==> config.mk <==
export PLATFORM = sky130hd
export DESIGN_NAME = rcsp_parser
export DESIGN_NICKNAME = d
export VERILOG_FILES = /design/src/hdl/rcsp_parser.v /design/src/hdl/rcsp_fifo.v
export VERILOG_INCLUDE_DIRS = /design/src /design/src/hdl
export SDC_FILE = /design/constraint.sdc
export NUM_CORES = 1
export LEC_CHECK = 0
export BUFFER_PORTS_ARGS = -buffer_cell sky130_fd_sc_hd__buf_2
export CORE_MARGIN = 1.5
export CORE_UTILIZATION = 43
export DETAILED_ROUTE_END_ITERATION = 10
export PLACE_DENSITY = 0.62
export SLEW_MARGIN = 20
export SYNTH_ARGS = -nofsm -noshare
export SYNTH_HDL_FRONTEND = slang
export SYNTH_HIERARCHICAL = 1
export SYNTH_SLANG_ARGS = --single-unit
==> constraint.sdc <==
create_clock -name aclk -period 6.5 [get_ports aclk]
set_clock_uncertainty 0.05 [all_clocks]
set_input_delay 0.325 -clock aclk [delete_from_list [all_inputs] [get_ports aclk]]
set_output_delay 0.325 -clock aclk [all_outputs]
set_load 0.01 [all_outputs]
==> src/hdl/rcsp_defs.vh <==
// Constants for the remote command and source route parser
`ifndef RCSP_DEFS_VH
`define RCSP_DEFS_VH

// ****************************************************************
// Frame types and byte offsets
// ****************************************************************
`define RCSP_TYPE_REMOTE     8'h17
`define RCSP_TYPE_ROUTE      8'h21
`define RCSP_OFS_TYPE        8'h03
`define RCSP_OFS_TAG         8'h04
`define RCSP_OFS_DEST_FIRST  8'h05
`define RCSP_OFS_DEST_LAST   8'h0C
`define RCSP_OFS_SHORT_FIRST 8'h0D
`define RCSP_OFS_SHORT_LAST  8'h0E
`define RCSP_OFS_OPTIONS     8'h0F
`define RCSP_OFS_CMD_FIRST   8'h10
`define RCSP_OFS_CMD_LAST    8'h11
`define RCSP_OFS_PARAM       8'h12
`define RCSP_OFS_HOPS        8'h10
`define RCSP_OFS_HOP_ADDR    8'h11
`define RCSP_OFS_MAX         8'hFF

// ****************************************************************
// Option bits and hop limits
// ****************************************************************
`define RCSP_OPT_NO_ACK      0
`define RCSP_OPT_APPLY       1
`define RCSP_OPT_EXT_TIMEOUT 6
`define RCSP_ROUTE_TABLE     8'h28
`define RCSP_MAX_HOPS        8'h0B

// ****************************************************************
// Register map
// ****************************************************************
`define RCSP_REG_CTRL        6'h00
`define RCSP_REG_STATUS      6'h04
`define RCSP_REG_DEST_HI     6'h08
`define RCSP_REG_DEST_LO     6'h0C
`define RCSP_REG_ADDR_CMD    6'h10
`define RCSP_REG_LENGTHS     6'h14
`define RCSP_REG_PARAM       6'h18
`define RCSP_REG_HOPS        6'h1C
`define RCSP_CTRL_ENABLE     0
`define RCSP_CTRL_ACK        1
`define RCSP_CTRL_RESET      1'b1
`define RCSP_RESP_OKAY       2'b00
`define RCSP_RESP_SLVERR     2'b10

`endif

==> src/hdl/rcsp_parser.v <==
// Remote command and source route request parser with AXI4-Lite registers
`timescale 1ns/1ps
`include "rcsp_defs.vh"

// Notes on behaviour
// - A frame whose type byte at offset 3 is 0x17 is decoded as a remote parameter request.
// - The request tag at offset 4 is kept and a zero tag means no response is owed.
// - Offsets 5 to 12 give the 64-bit target address, most significant byte first.
// - An all-zero 64-bit target address is flagged as the network coordinator.
// - Options bit 0x01 suppresses acknowledgement and bit 0x40 selects the extended timeout.
// - Option bit 0x02 asks the remote node to apply changes, else an apply_changes_command.
// - Offsets 16-17 hold the two ASCII characters naming the target parameter.
// - Bytes from offset 18 on are the value, and with none the request is a read query.
// - A frame of type 0x21 creates a source route and never owes a response.
// - A badly formed route frame is dropped, pulsing frame_drop and adding one to the drop count in STATUS.
// - A hop count at offset 16 of zero or above the table size of 40 drops the frame.
// - A hop count above 11 also drops the frame.
// - Hop addresses follow from offset 17 as two-byte words, destination neighbour first.
module rcsp_parser #(
  parameter FIFO_DEPTH = 4,
  parameter FIFO_AW    = 2
) (
  input  wire        aclk,
  input  wire        aresetn,
  input  wire        s_valid,
  output wire        s_ready,
  input  wire [7:0]  s_data,
  input  wire        s_last,
  input  wire        s_good,
  output wire        result_pending,
  output reg         frame_drop,
  input  wire [5:0]  s_axi_awaddr,
  input  wire        s_axi_awvalid,
  output wire        s_axi_awready,
  input  wire [31:0] s_axi_wdata,
  input  wire [3:0]  s_axi_wstrb,
  input  wire        s_axi_wvalid,
  output wire        s_axi_wready,
  output reg  [1:0]  s_axi_bresp,
  output reg         s_axi_bvalid,
  input  wire        s_axi_bready,
  input  wire [5:0]  s_axi_araddr,
  input  wire        s_axi_arvalid,
  output wire        s_axi_arready,
  output reg  [31:0] s_axi_rdata,
  output reg  [1:0]  s_axi_rresp,
  output reg         s_axi_rvalid,
  input  wire        s_axi_rready
);

  // ****************************************************************
  // Input buffer
  // ****************************************************************
  wire        f_valid;
  wire        f_ready;
  wire [9:0]  f_word;
  wire [7:0]  b_data;
  wire        b_last;
  wire        b_good;
  wire        take;

  rcsp_fifo #(
    .WIDTH (10),
    .DEPTH (FIFO_DEPTH),
    .AW    (FIFO_AW)
  ) u_fifo (
    .aclk      (aclk),
    .aresetn   (aresetn),
    .in_valid  (s_valid),
    .in_ready  (s_ready),
    .in_data   ({s_good, s_last, s_data}),
    .out_valid (f_valid),
    .out_ready (f_ready),
    .out_data  (f_word)
  );

  assign b_data = f_word[7:0];
  assign b_last = f_word[8];
  assign b_good = f_word[9];

  // ****************************************************************
  // Decode state
  // ****************************************************************
  reg         enable_reg;
  reg         pending_reg;
  reg         ack_req;
  reg  [7:0]  idx_reg;
  reg  [7:0]  type_reg;
  reg  [7:0]  tag_reg;
  reg  [63:0] dest_reg;
  reg  [15:0] short_reg;
  reg  [7:0]  opt_reg;
  reg  [15:0] cmd_reg;
  reg  [7:0]  plen_reg;
  reg  [31:0] param_reg;
  reg  [7:0]  hops_reg;
  reg  [7:0]  hbytes_reg;
  reg  [31:0] hopw_reg;
  reg  [7:0]  drops_reg;
  reg         kind_reg;
  reg         respond_reg;
  reg         query_reg;
  reg         coord_reg;
  wire        is_remote;
  wire        is_route;
  wire        hops_ok;
  wire        frame_ok;

  // Stall while a decoded result waits for software
  assign f_ready        = !pending_reg;
  assign take           = f_valid && f_ready;
  assign result_pending = pending_reg;

  assign is_remote = (type_reg == `RCSP_TYPE_REMOTE);
  assign is_route  = (type_reg == `RCSP_TYPE_ROUTE);
  assign hops_ok   = (hops_reg != 8'h00) && (hops_reg <= `RCSP_ROUTE_TABLE)
                     && (hops_reg <= `RCSP_MAX_HOPS);
  assign frame_ok  = enable_reg && b_good && (idx_reg >= `RCSP_OFS_CMD_LAST)
                     && (is_remote || (is_route && hops_ok
                     && (idx_reg == `RCSP_OFS_HOPS + {hops_reg[6:0], 1'b0})));

  always @(posedge aclk) begin
    if (!aresetn) begin
      idx_reg     <= `RCSP_OFS_TYPE;
      type_reg    <= 8'h00;
      tag_reg     <= 8'h00;
      dest_reg    <= 64'h0000_0000_0000_0000;
      short_reg   <= 16'h0000;
      opt_reg     <= 8'h00;
      cmd_reg     <= 16'h0000;
      plen_reg    <= 8'h00;
      param_reg   <= 32'h0000_0000;
      hops_reg    <= 8'h00;
      hbytes_reg  <= 8'h00;
      hopw_reg    <= 32'h0000_0000;
      drops_reg   <= 8'h00;
      kind_reg    <= 1'b0;
      respond_reg <= 1'b0;
      query_reg   <= 1'b0;
      coord_reg   <= 1'b0;
      pending_reg <= 1'b0;
      frame_drop  <= 1'b0;
    end else begin
      frame_drop <= 1'b0;
      if (take) begin
        if (idx_reg != `RCSP_OFS_MAX) begin
          idx_reg <= idx_reg + 8'h01;
        end
        if (idx_reg == `RCSP_OFS_TYPE) begin
          type_reg   <= b_data;
          plen_reg   <= 8'h00;
          param_reg  <= 32'h0000_0000;
          hbytes_reg <= 8'h00;
          hopw_reg   <= 32'h0000_0000;
        end
        if (idx_reg == `RCSP_OFS_TAG) begin
          tag_reg <= b_data;
        end
        if ((idx_reg >= `RCSP_OFS_DEST_FIRST) && (idx_reg <= `RCSP_OFS_DEST_LAST)) begin
          dest_reg <= {dest_reg[55:0], b_data};
        end
        if ((idx_reg >= `RCSP_OFS_SHORT_FIRST) && (idx_reg <= `RCSP_OFS_SHORT_LAST)) begin
          short_reg <= {short_reg[7:0], b_data};
        end
        if (idx_reg == `RCSP_OFS_OPTIONS) begin
          opt_reg <= b_data;
        end
        if (is_remote && (idx_reg >= `RCSP_OFS_CMD_FIRST) && (idx_reg <= `RCSP_OFS_CMD_LAST)) begin
          cmd_reg <= {cmd_reg[7:0], b_data};
        end
        if (is_remote && (idx_reg >= `RCSP_OFS_PARAM)) begin
          if (plen_reg != `RCSP_OFS_MAX) begin
            plen_reg <= plen_reg + 8'h01;
          end
          if (plen_reg < 8'h04) begin
            param_reg <= {param_reg[23:0], b_data};
          end
        end
        if (is_route && (idx_reg == `RCSP_OFS_HOPS)) begin
          hops_reg <= b_data;
        end
        if (is_route && (idx_reg >= `RCSP_OFS_HOP_ADDR)) begin
          if (hbytes_reg != `RCSP_OFS_MAX) begin
            hbytes_reg <= hbytes_reg + 8'h01;
          end
          if (hbytes_reg < 8'h04) begin
            hopw_reg <= {hopw_reg[23:0], b_data};
          end
        end
        if (b_last) begin
          idx_reg <= `RCSP_OFS_TYPE;
          if (frame_ok) begin
            pending_reg <= 1'b1;
            kind_reg    <= is_route;
            respond_reg <= is_remote && (tag_reg != 8'h00);
            query_reg   <= is_remote && (idx_reg < `RCSP_OFS_PARAM);
            coord_reg   <= (dest_reg == 64'h0000_0000_0000_0000);
          end else begin
            frame_drop <= 1'b1;
            drops_reg  <= drops_reg + 8'h01;
          end
        end
      end else if (ack_req) begin
        pending_reg <= 1'b0;
      end
    end
  end

  // ****************************************************************
  // AXI4-Lite register slave
  // ****************************************************************
  reg         aw_have;
  reg         w_have;
  reg  [5:0]  aw_addr;
  reg  [31:0] w_data;
  reg  [3:0]  w_strb;
  reg  [31:0] rd_mux;
  reg         rd_hit;
  wire        do_write;

  assign s_axi_awready = !aw_have && !s_axi_bvalid;
  assign s_axi_wready  = !w_have && !s_axi_bvalid;
  assign s_axi_arready = !s_axi_rvalid;
  assign do_write      = aw_have && w_have && !s_axi_bvalid;

  always @(posedge aclk) begin
    if (!aresetn) begin
      aw_have      <= 1'b0;
      w_have       <= 1'b0;
      aw_addr      <= 6'h00;
      w_data       <= 32'h0000_0000;
      w_strb       <= 4'h0;
      s_axi_bvalid <= 1'b0;
      s_axi_bresp  <= `RCSP_RESP_OKAY;
      enable_reg   <= `RCSP_CTRL_RESET;
      ack_req      <= 1'b0;
    end else begin
      ack_req <= 1'b0;
      if (s_axi_awvalid && s_axi_awready) begin
        aw_have <= 1'b1;
        aw_addr <= s_axi_awaddr;
      end
      if (s_axi_wvalid && s_axi_wready) begin
        w_have <= 1'b1;
        w_data <= s_axi_wdata;
        w_strb <= s_axi_wstrb;
      end
      if (do_write) begin
        aw_have      <= 1'b0;
        w_have       <= 1'b0;
        s_axi_bvalid <= 1'b1;
        if ({aw_addr[5:2], 2'b00} == `RCSP_REG_CTRL) begin
          s_axi_bresp <= `RCSP_RESP_OKAY;
          if (w_strb[0]) begin
            enable_reg <= w_data[`RCSP_CTRL_ENABLE];
            ack_req    <= w_data[`RCSP_CTRL_ACK];
          end
        end else begin
          s_axi_bresp <= `RCSP_RESP_SLVERR;
        end
      end else if (s_axi_bvalid && s_axi_bready) begin
        s_axi_bvalid <= 1'b0;
      end
    end
  end

  always @* begin
    rd_mux = 32'h0000_0000;
    rd_hit = 1'b1;
    case ({s_axi_araddr[5:2], 2'b00})
      `RCSP_REG_CTRL:     rd_mux = {31'h0000_0000, enable_reg};
      `RCSP_REG_STATUS:   rd_mux = {8'h00, drops_reg, tag_reg, opt_reg[`RCSP_OPT_APPLY],
                                    opt_reg[`RCSP_OPT_EXT_TIMEOUT], opt_reg[`RCSP_OPT_NO_ACK],
                                    coord_reg, query_reg, respond_reg, kind_reg, pending_reg};
      `RCSP_REG_DEST_HI:  rd_mux = dest_reg[63:32];
      `RCSP_REG_DEST_LO:  rd_mux = dest_reg[31:0];
      `RCSP_REG_ADDR_CMD: rd_mux = {cmd_reg, short_reg};
      `RCSP_REG_LENGTHS:  rd_mux = {8'h00, hbytes_reg, hops_reg, plen_reg};
      `RCSP_REG_PARAM:    rd_mux = param_reg;
      `RCSP_REG_HOPS:     rd_mux = hopw_reg;
      default:            rd_hit = 1'b0;
    endcase
  end

  always @(posedge aclk) begin
    if (!aresetn) begin
      s_axi_rvalid <= 1'b0;
      s_axi_rdata  <= 32'h0000_0000;
      s_axi_rresp  <= `RCSP_RESP_OKAY;
    end else begin
      if (s_axi_arvalid && s_axi_arready) begin
        s_axi_rvalid <= 1'b1;
        s_axi_rdata  <= rd_mux;
        s_axi_rresp  <= rd_hit ? `RCSP_RESP_OKAY : `RCSP_RESP_SLVERR;
      end else if (s_axi_rvalid && s_axi_rready) begin
        s_axi_rvalid <= 1'b0;
      end
    end
  end

endmodule // rcsp_parser

==> src/hdl/rcsp_fifo.v <==
// Small synchronous FIFO with valid and ready on both sides
`timescale 1ns/1ps

module rcsp_fifo #(
  parameter WIDTH = 10,
  parameter DEPTH = 4,
  parameter AW    = 2
) (
  input  wire             aclk,
  input  wire             aresetn,
  input  wire             in_valid,
  output wire             in_ready,
  input  wire [WIDTH-1:0] in_data,
  output wire             out_valid,
  input  wire             out_ready,
  output wire [WIDTH-1:0] out_data
);

  reg [WIDTH-1:0] mem_reg [0:DEPTH-1];
  reg [AW-1:0]    wr_ptr_reg;
  reg [AW-1:0]    rd_ptr_reg;
  reg [AW:0]      count_reg;
  wire            push;
  wire            pop;

  assign in_ready  = (count_reg != DEPTH[AW:0]);
  assign out_valid = (count_reg != {(AW+1){1'b0}});
  assign out_data  = mem_reg[rd_ptr_reg];
  assign push      = in_valid && in_ready;
  assign pop       = out_valid && out_ready;

  always @(posedge aclk) begin
    if (push) begin
      mem_reg[wr_ptr_reg] <= in_data;
    end
  end

  always @(posedge aclk) begin
    if (!aresetn) begin
      wr_ptr_reg <= {AW{1'b0}};
      rd_ptr_reg <= {AW{1'b0}};
      count_reg  <= {(AW+1){1'b0}};
    end else begin
      if (push) begin
        wr_ptr_reg <= (wr_ptr_reg == DEPTH[AW-1:0] - 1'b1) ? {AW{1'b0}} : wr_ptr_reg + 1'b1;
      end
      if (pop) begin
        rd_ptr_reg <= (rd_ptr_reg == DEPTH[AW-1:0] - 1'b1) ? {AW{1'b0}} : rd_ptr_reg + 1'b1;
      end
      if (push && !pop) begin
        count_reg <= count_reg + 1'b1;
      end else if (pop && !push) begin
        count_reg <= count_reg - 1'b1;
      end
    end
  end

endmodule // rcsp_fifo

* After elaboration in Yosys (flattened, before gate mapping)
Memories as Yosys holds them, arrays and structs flattened. A register that Yosys moved wholly into a read port is not among the register bits.
Cells that the tools add are included.
** Storage, ports and cells
- Register bits after elaboration :: 287
- Latch bits :: 0
- Memory bits (writable) :: 40
- Bits in read-only memories :: 0
- Output and inout bits :: 44
- Logic and storage cells :: 180
- Memories :: 1
** Memory list
- u_fifo.mem_reg :: words 4, width 10, rd ports 1, clocked after memory_dff 1, wr ports 1, line rcsp_fifo.v:19 : reg [WIDTH-1:0] mem_reg [0:DEPTH-1];
** Operators by class
- Add/subtract/negate cells :: 9
- Multiply operators :: 0
- Div/mod/pow operators :: 0
- Order comparisons :: 13
- Eq/ne operators :: 22
- Shifts and indexed selects :: 0
- Multiplexer cells :: 35
- Bitwise operators :: 2
- Reductions and logical operators :: 64
** Operators by type and width (number)
- 32-bit one-hot mux with 8 select lines :: 1
- 32-bit 2-to-1 mux :: 6
- 64-bit zero test :: 1
- 8-bit 2-to-1 mux :: 8
- 8-bit by 1-bit adder with 8-bit output, second input constant :: 4
- 1-bit logical AND :: 29
- 8-bit by 5-bit >= comparator with 1-bit output, second input constant :: 3
- 8-bit by 4-bit <= comparator with 1-bit output, second input constant :: 3
- 8-bit != test, second input constant :: 3
- 4-bit by 3-bit equality test with 1-bit output, second input constant :: 4
- 8-bit by 5-bit equality test with 1-bit output, second input constant :: 2
- 8-bit by 3-bit less-than comparator with 1-bit output, second input constant :: 2
- 2-bit AND reduction :: 8
- 8-bit nonzero test :: 2
- 3-bit AND reduction :: 5
- 1-bit 2-to-1 mux :: 12
- 2-bit 2-to-1 mux :: 6
- 2-bit nonzero test :: 5
- 5-bit by 8-bit adder with 8-bit output, first input constant :: 1
- 4-bit by 2-bit equality test with 1-bit output, second input constant :: 2
- 8-bit by 2-bit equality test with 1-bit output, second input constant :: 1
- 8-bit by 3-bit equality test with 1-bit output, second input constant :: 1
- 8-bit by 4-bit equality test with 1-bit output, second input constant :: 1
- 8-bit by 6-bit equality test with 1-bit output, second input constant :: 1
- 22 further kinds :: 34

* Depth between registers and ports, before layout
- Word-level depth :: 10
- Depth in mapped cells :: 11

* Hierarchy
Netlist, hierarchy kept.
** By module, submodules not included
- rcsp_parser :: instances 1, cells each 1439, area an instance 11827.6 um^2, sequential area each 5445.2 um^2
- rcsp_fifo :: instances 1, cells each 103, area an instance 1920.6 um^2, sequential area each 1381.3 um^2

* Least setup slack after synthesis
No wires, ideal clock.
- Path kind :: reg-to-reg
- From :: reg (tool-made name)
- To :: reg idx_reg[7]
- Library setup time :: 0.116 ns
- Arrival time :: 2.422 ns
- Data required time :: 6.334 ns
- Setup slack :: 3.913 ns
- Cell stages (with the launch flop) :: 8
- Buffers on the path :: 1
- Clock period less this slack :: 2.587 ns
- Cells stage by stage :: dfxtp_1 > buf_2 > mux4_2 > o41ai_1 > nor3_1 > nand3_1 > xnor2_1 > nor2_1
** RTL lines
- end signal: assignment :: line rcsp_parser.v:124 : idx_reg <= `RCSP_OFS_TYPE;
- end signal: assignment :: line rcsp_parser.v:147 : idx_reg <= idx_reg + 8'h01;
- end signal: assignment :: line rcsp_parser.v:191 : idx_reg <= `RCSP_OFS_TYPE;
- end: declaration :: line rcsp_parser.v:87 : reg [7:0] idx_reg;

* Worst setup path after layout
- From :: reg idx_reg[4]
- To :: reg hbytes_reg[6]
** On the way
- Word-level cells in the longest chain between the ends :: 4
- Elaborated cells on any way between the ends :: 6
** Ends and longest elaborated chain
- parallel branches: the longest is 3 deep, another holds 8-bit by 5-bit >= comparator with 1-bit output
- 8-bit 2-to-1 mux (*) :: line rcsp_parser.v:182 : if (is_route && (idx_reg >= `RCSP_OFS_HOP_ADDR)) begin
- end signal: assignment :: line rcsp_parser.v:184 : hbytes_reg <= hbytes_reg + 8'h01;
- end: declaration :: line rcsp_parser.v:97 : reg [7:0] hbytes_reg;
Every way passes the cells marked *.
A chain may end at the register's enable or synchronous reset.

==> results.txt <==
status - finished, final reports clean
Combinational Power Share - 20.3%
Worst setup EP type - register
Mapped Cells - 1542
ys async rst share - 0%
relative slew slack - 20.6%
sequential power share - 42.4%
Post-Layout Cell Count - 1993
WP buf/inv - 1
Worst-Skew Late Latency - 0.52 ns
CTS Buf Count - 36
Max FO, Critical Path - 40
detailed placer's ending HPWL - 27500 um
H-tree levels - 2
Peak VDD IR - 0.000195 V
vias in the first global route - 10956
fin crit share - 55.2%
largest net degree at the start of global routing - 92
Die ar. - 33100 um^2
endpoints failing setup - 0
CP startpoint kind - register
Clock Tree Root - clkbuf_16
post-CTS setup buffers - 0
P_int - 3.61 mW
hold crit path type - in2reg
PnR Total Power - 5.34 mW
crit-path cells - or4_1 -> nor2_1 -> nand3_2 -> buf_4 -> nand2_1 -> a21boi_1 -> o21a_1
share of cells above drive strength 1 - 12.1%
max reg flops - 64
final wirelength - 42600 um
delay-heaviest family, CP - simple AND/OR/NAND/NOR gates
Post-CTS Hold Fix Bufs - 15
Clock Sinks - 321
Seq cells post-synth - 321
Initial DRC Count - 1427
Core Region - 31500 um^2
Worst Reg2Reg Path Length in Cells - 7
RD Place Congestion - 0.895
Final min period - 3.59 ns
I/O Pins - 110
yosys warns - 6
Reg clk slew, reported paths - 0.06 ns
DRC - 0
CTS tree - built
die height - 182 um
P_sw - 1.73 mW
leading post-synthesis cells by cell area - dfxtp_1 (41%), edfxtp_1 (8.7%), nand2_1 (7.3%), a21oi_1 (6.6%), mux2i_1 (5.5%)
pwr dens - 341 nW/um^2
Max Slew Vio Count - 0
DRT Pass-1 Iters - 8
Setup WS pre-CTS - 3.00 ns
post-synth top area share - 40.9%
fin worst setup slack - 2.91 ns
critical path type - reg2reg
via/cell ratio - 6.03
area grow syn2layout - 13.9%
CTS resizes - 0
diode count - 0
first-pass GRT wire length - 65500 um
largest area contributor in the netlist - dfxtp_1
antenna violations before repair - 0
Fin Setup TNS - 0 ns
Max-cap violations - 0
CP peak stage delay - 0.81 ns
Mapped Area - 13700 um^2
Slowest-stage cell, CP - nand3_2
CP required - 6.86 ns
DP Cell Count - 1914
ANT nets after route - 0
register area share after synthesis - 49.7%
vias post-DR - 12009
f_max - 278 MHz
GR Util All Layers - 25.5%
P_leak - 5.44 nW
final net count - 1646
input/output buffers - 70
clock share of power - 37.4%
Starting Density - 43.7%
Avg Inst Size Synth - 8.92 um^2
Max clock buf depth - 3
Final Hold Fails - 0
CP Depth - 7
Most used DFF post-synth - dfxtp_1
Hold Path Depth - 3
Row Count - 65
Die X - 182 um
CP arrival - 3.95 ns
Yosys cell types - 72
gr ovfl total - 0
Sw Ratio - 32.4%
worst slew pin tran - 1.19 ns
drt wl/cell - 21.4 um
EDFF count, synth - 40
Min Hold Slack - 0.0171 ns
RSZ-0062 raised after global routing - no
-- cells in the mapped netlist, types with 8 or more instances --
library cell,number
a22oi_1,21
ha_1,14
a21oi_1,181
a22o_1,23
dfxtp_1,281
a222oi_1,13
mux2i_1,75
o21ai_0,50
a211oi_1,11
buf_2,17
a221oi_1,20
nand4_1,14
inv_1,14
and3_1,9
or3_1,13
clkbuf_1,91
nand3_1,91
nor3_1,18
buf_1,10
edfxtp_1,40
mux4_2,10
nor4_1,23
xnor2_1,8
nor2_1,106
nand2_1,267
a31oi_1,22
-- through the flow --
step,instance area (um^2),util [%]
2_1_floorplan,13800,-
3_3_place_gp,14400,45.6
3_5_place_dp,14400,45.6
4_1_cts,15700,49.8
5_1_grt,15700,49.8
6_report,15700,49.8
-- logic make-up (layout without fill, tap and decap cells) --
logic type	after synthesis	in the layout	share of synthesized area [%]
AOI/OAI and AO/OA	374	374	16.8
xor gates and xnor gates	12	12	0.764
adders and majority gates	15	15	1.42
buffers and inverters	137	185	4.07
DFF	321	321	49.7
muxes	89	89	7.43
other	1	2	0.0273
and+or+nand+nor	593	593	19.8
-- power by group through the flow --
stage	Sequential [mW]	Clock [mW]	Combinational, mW
finish	2.27	2.00	1.08
detailed placement	2.31	0	1.06
floorplan	2.24	0	0.751
global route	2.28	2.11	1.16
global placement	2.30	0	1.05
CTS	2.27	2.03	1.07
-- path summary, 6_finish.rpt --
path                          startpoint                           to  slack, ns
max              idx_reg[4]$_SDFFE_PN0P_   hbytes_reg[6]$_SDFFE_PN0P_       2.91
min                      s_axi_awaddr[3]      aw_addr[3]$_SDFFE_PN0P_       0.02
max reg2reg      idx_reg[4]$_SDFFE_PN0P_   hbytes_reg[6]$_SDFFE_PN0P_       2.91
min reg2reg  s_axi_rresp[1]$_SDFFE_PN0P_  s_axi_rresp[1]$_SDFFE_PN0P_       0.41
-- tightest hold or removal path: stages --
cell	delay [ns]
buf_2	0.09
mux2i_1	0.06
nor2_1	0.07
-- layer usage --
layer / vias up / track usage [%] / share of wire, %
li1: 5588 / - / -
met1: 5781 / 35.7 / 44
met2: 553 / 39.4 / 44
met3: 87 / 4.09 / 7.8
met4: 0 / 9.73 / 3.6
met5: - / 0 / 0
-- cell usage in the layout (no fill, tap or decap), types with 23 or more instances in the layout --
| master | netlist | final |
|---|---|---|
| dfxtp_1 | 281 | 281 |
| nand2_1 | 267 | 266 |
| a21oi_1 | 181 | 180 |
| nor2_1 | 106 | 104 |
| nand3_1 | 91 | 90 |
| mux2i_1 | 75 | 75 |
| buf_2 | 17 | 70 |
| o21ai_0 | 50 | 50 |
| edfxtp_1 | 40 | 40 |
| clkbuf_16 | 0 | 37 |
| nor4_1 | 23 | 23 |
| a22o_1 | 23 | 23 |
-- area by class of cell --
type                    instances  area (um^2)
flip-flops and latches        321         6830
clock buffers                  47         1000
inverters                      14         57.6
repair buffers                107          666
well taps                     402          503
multi-input cells            1085         6460
fillers                      2947        15800
clock inverters                17          148
Note: power is estimated with default switching activity, not from simulation.
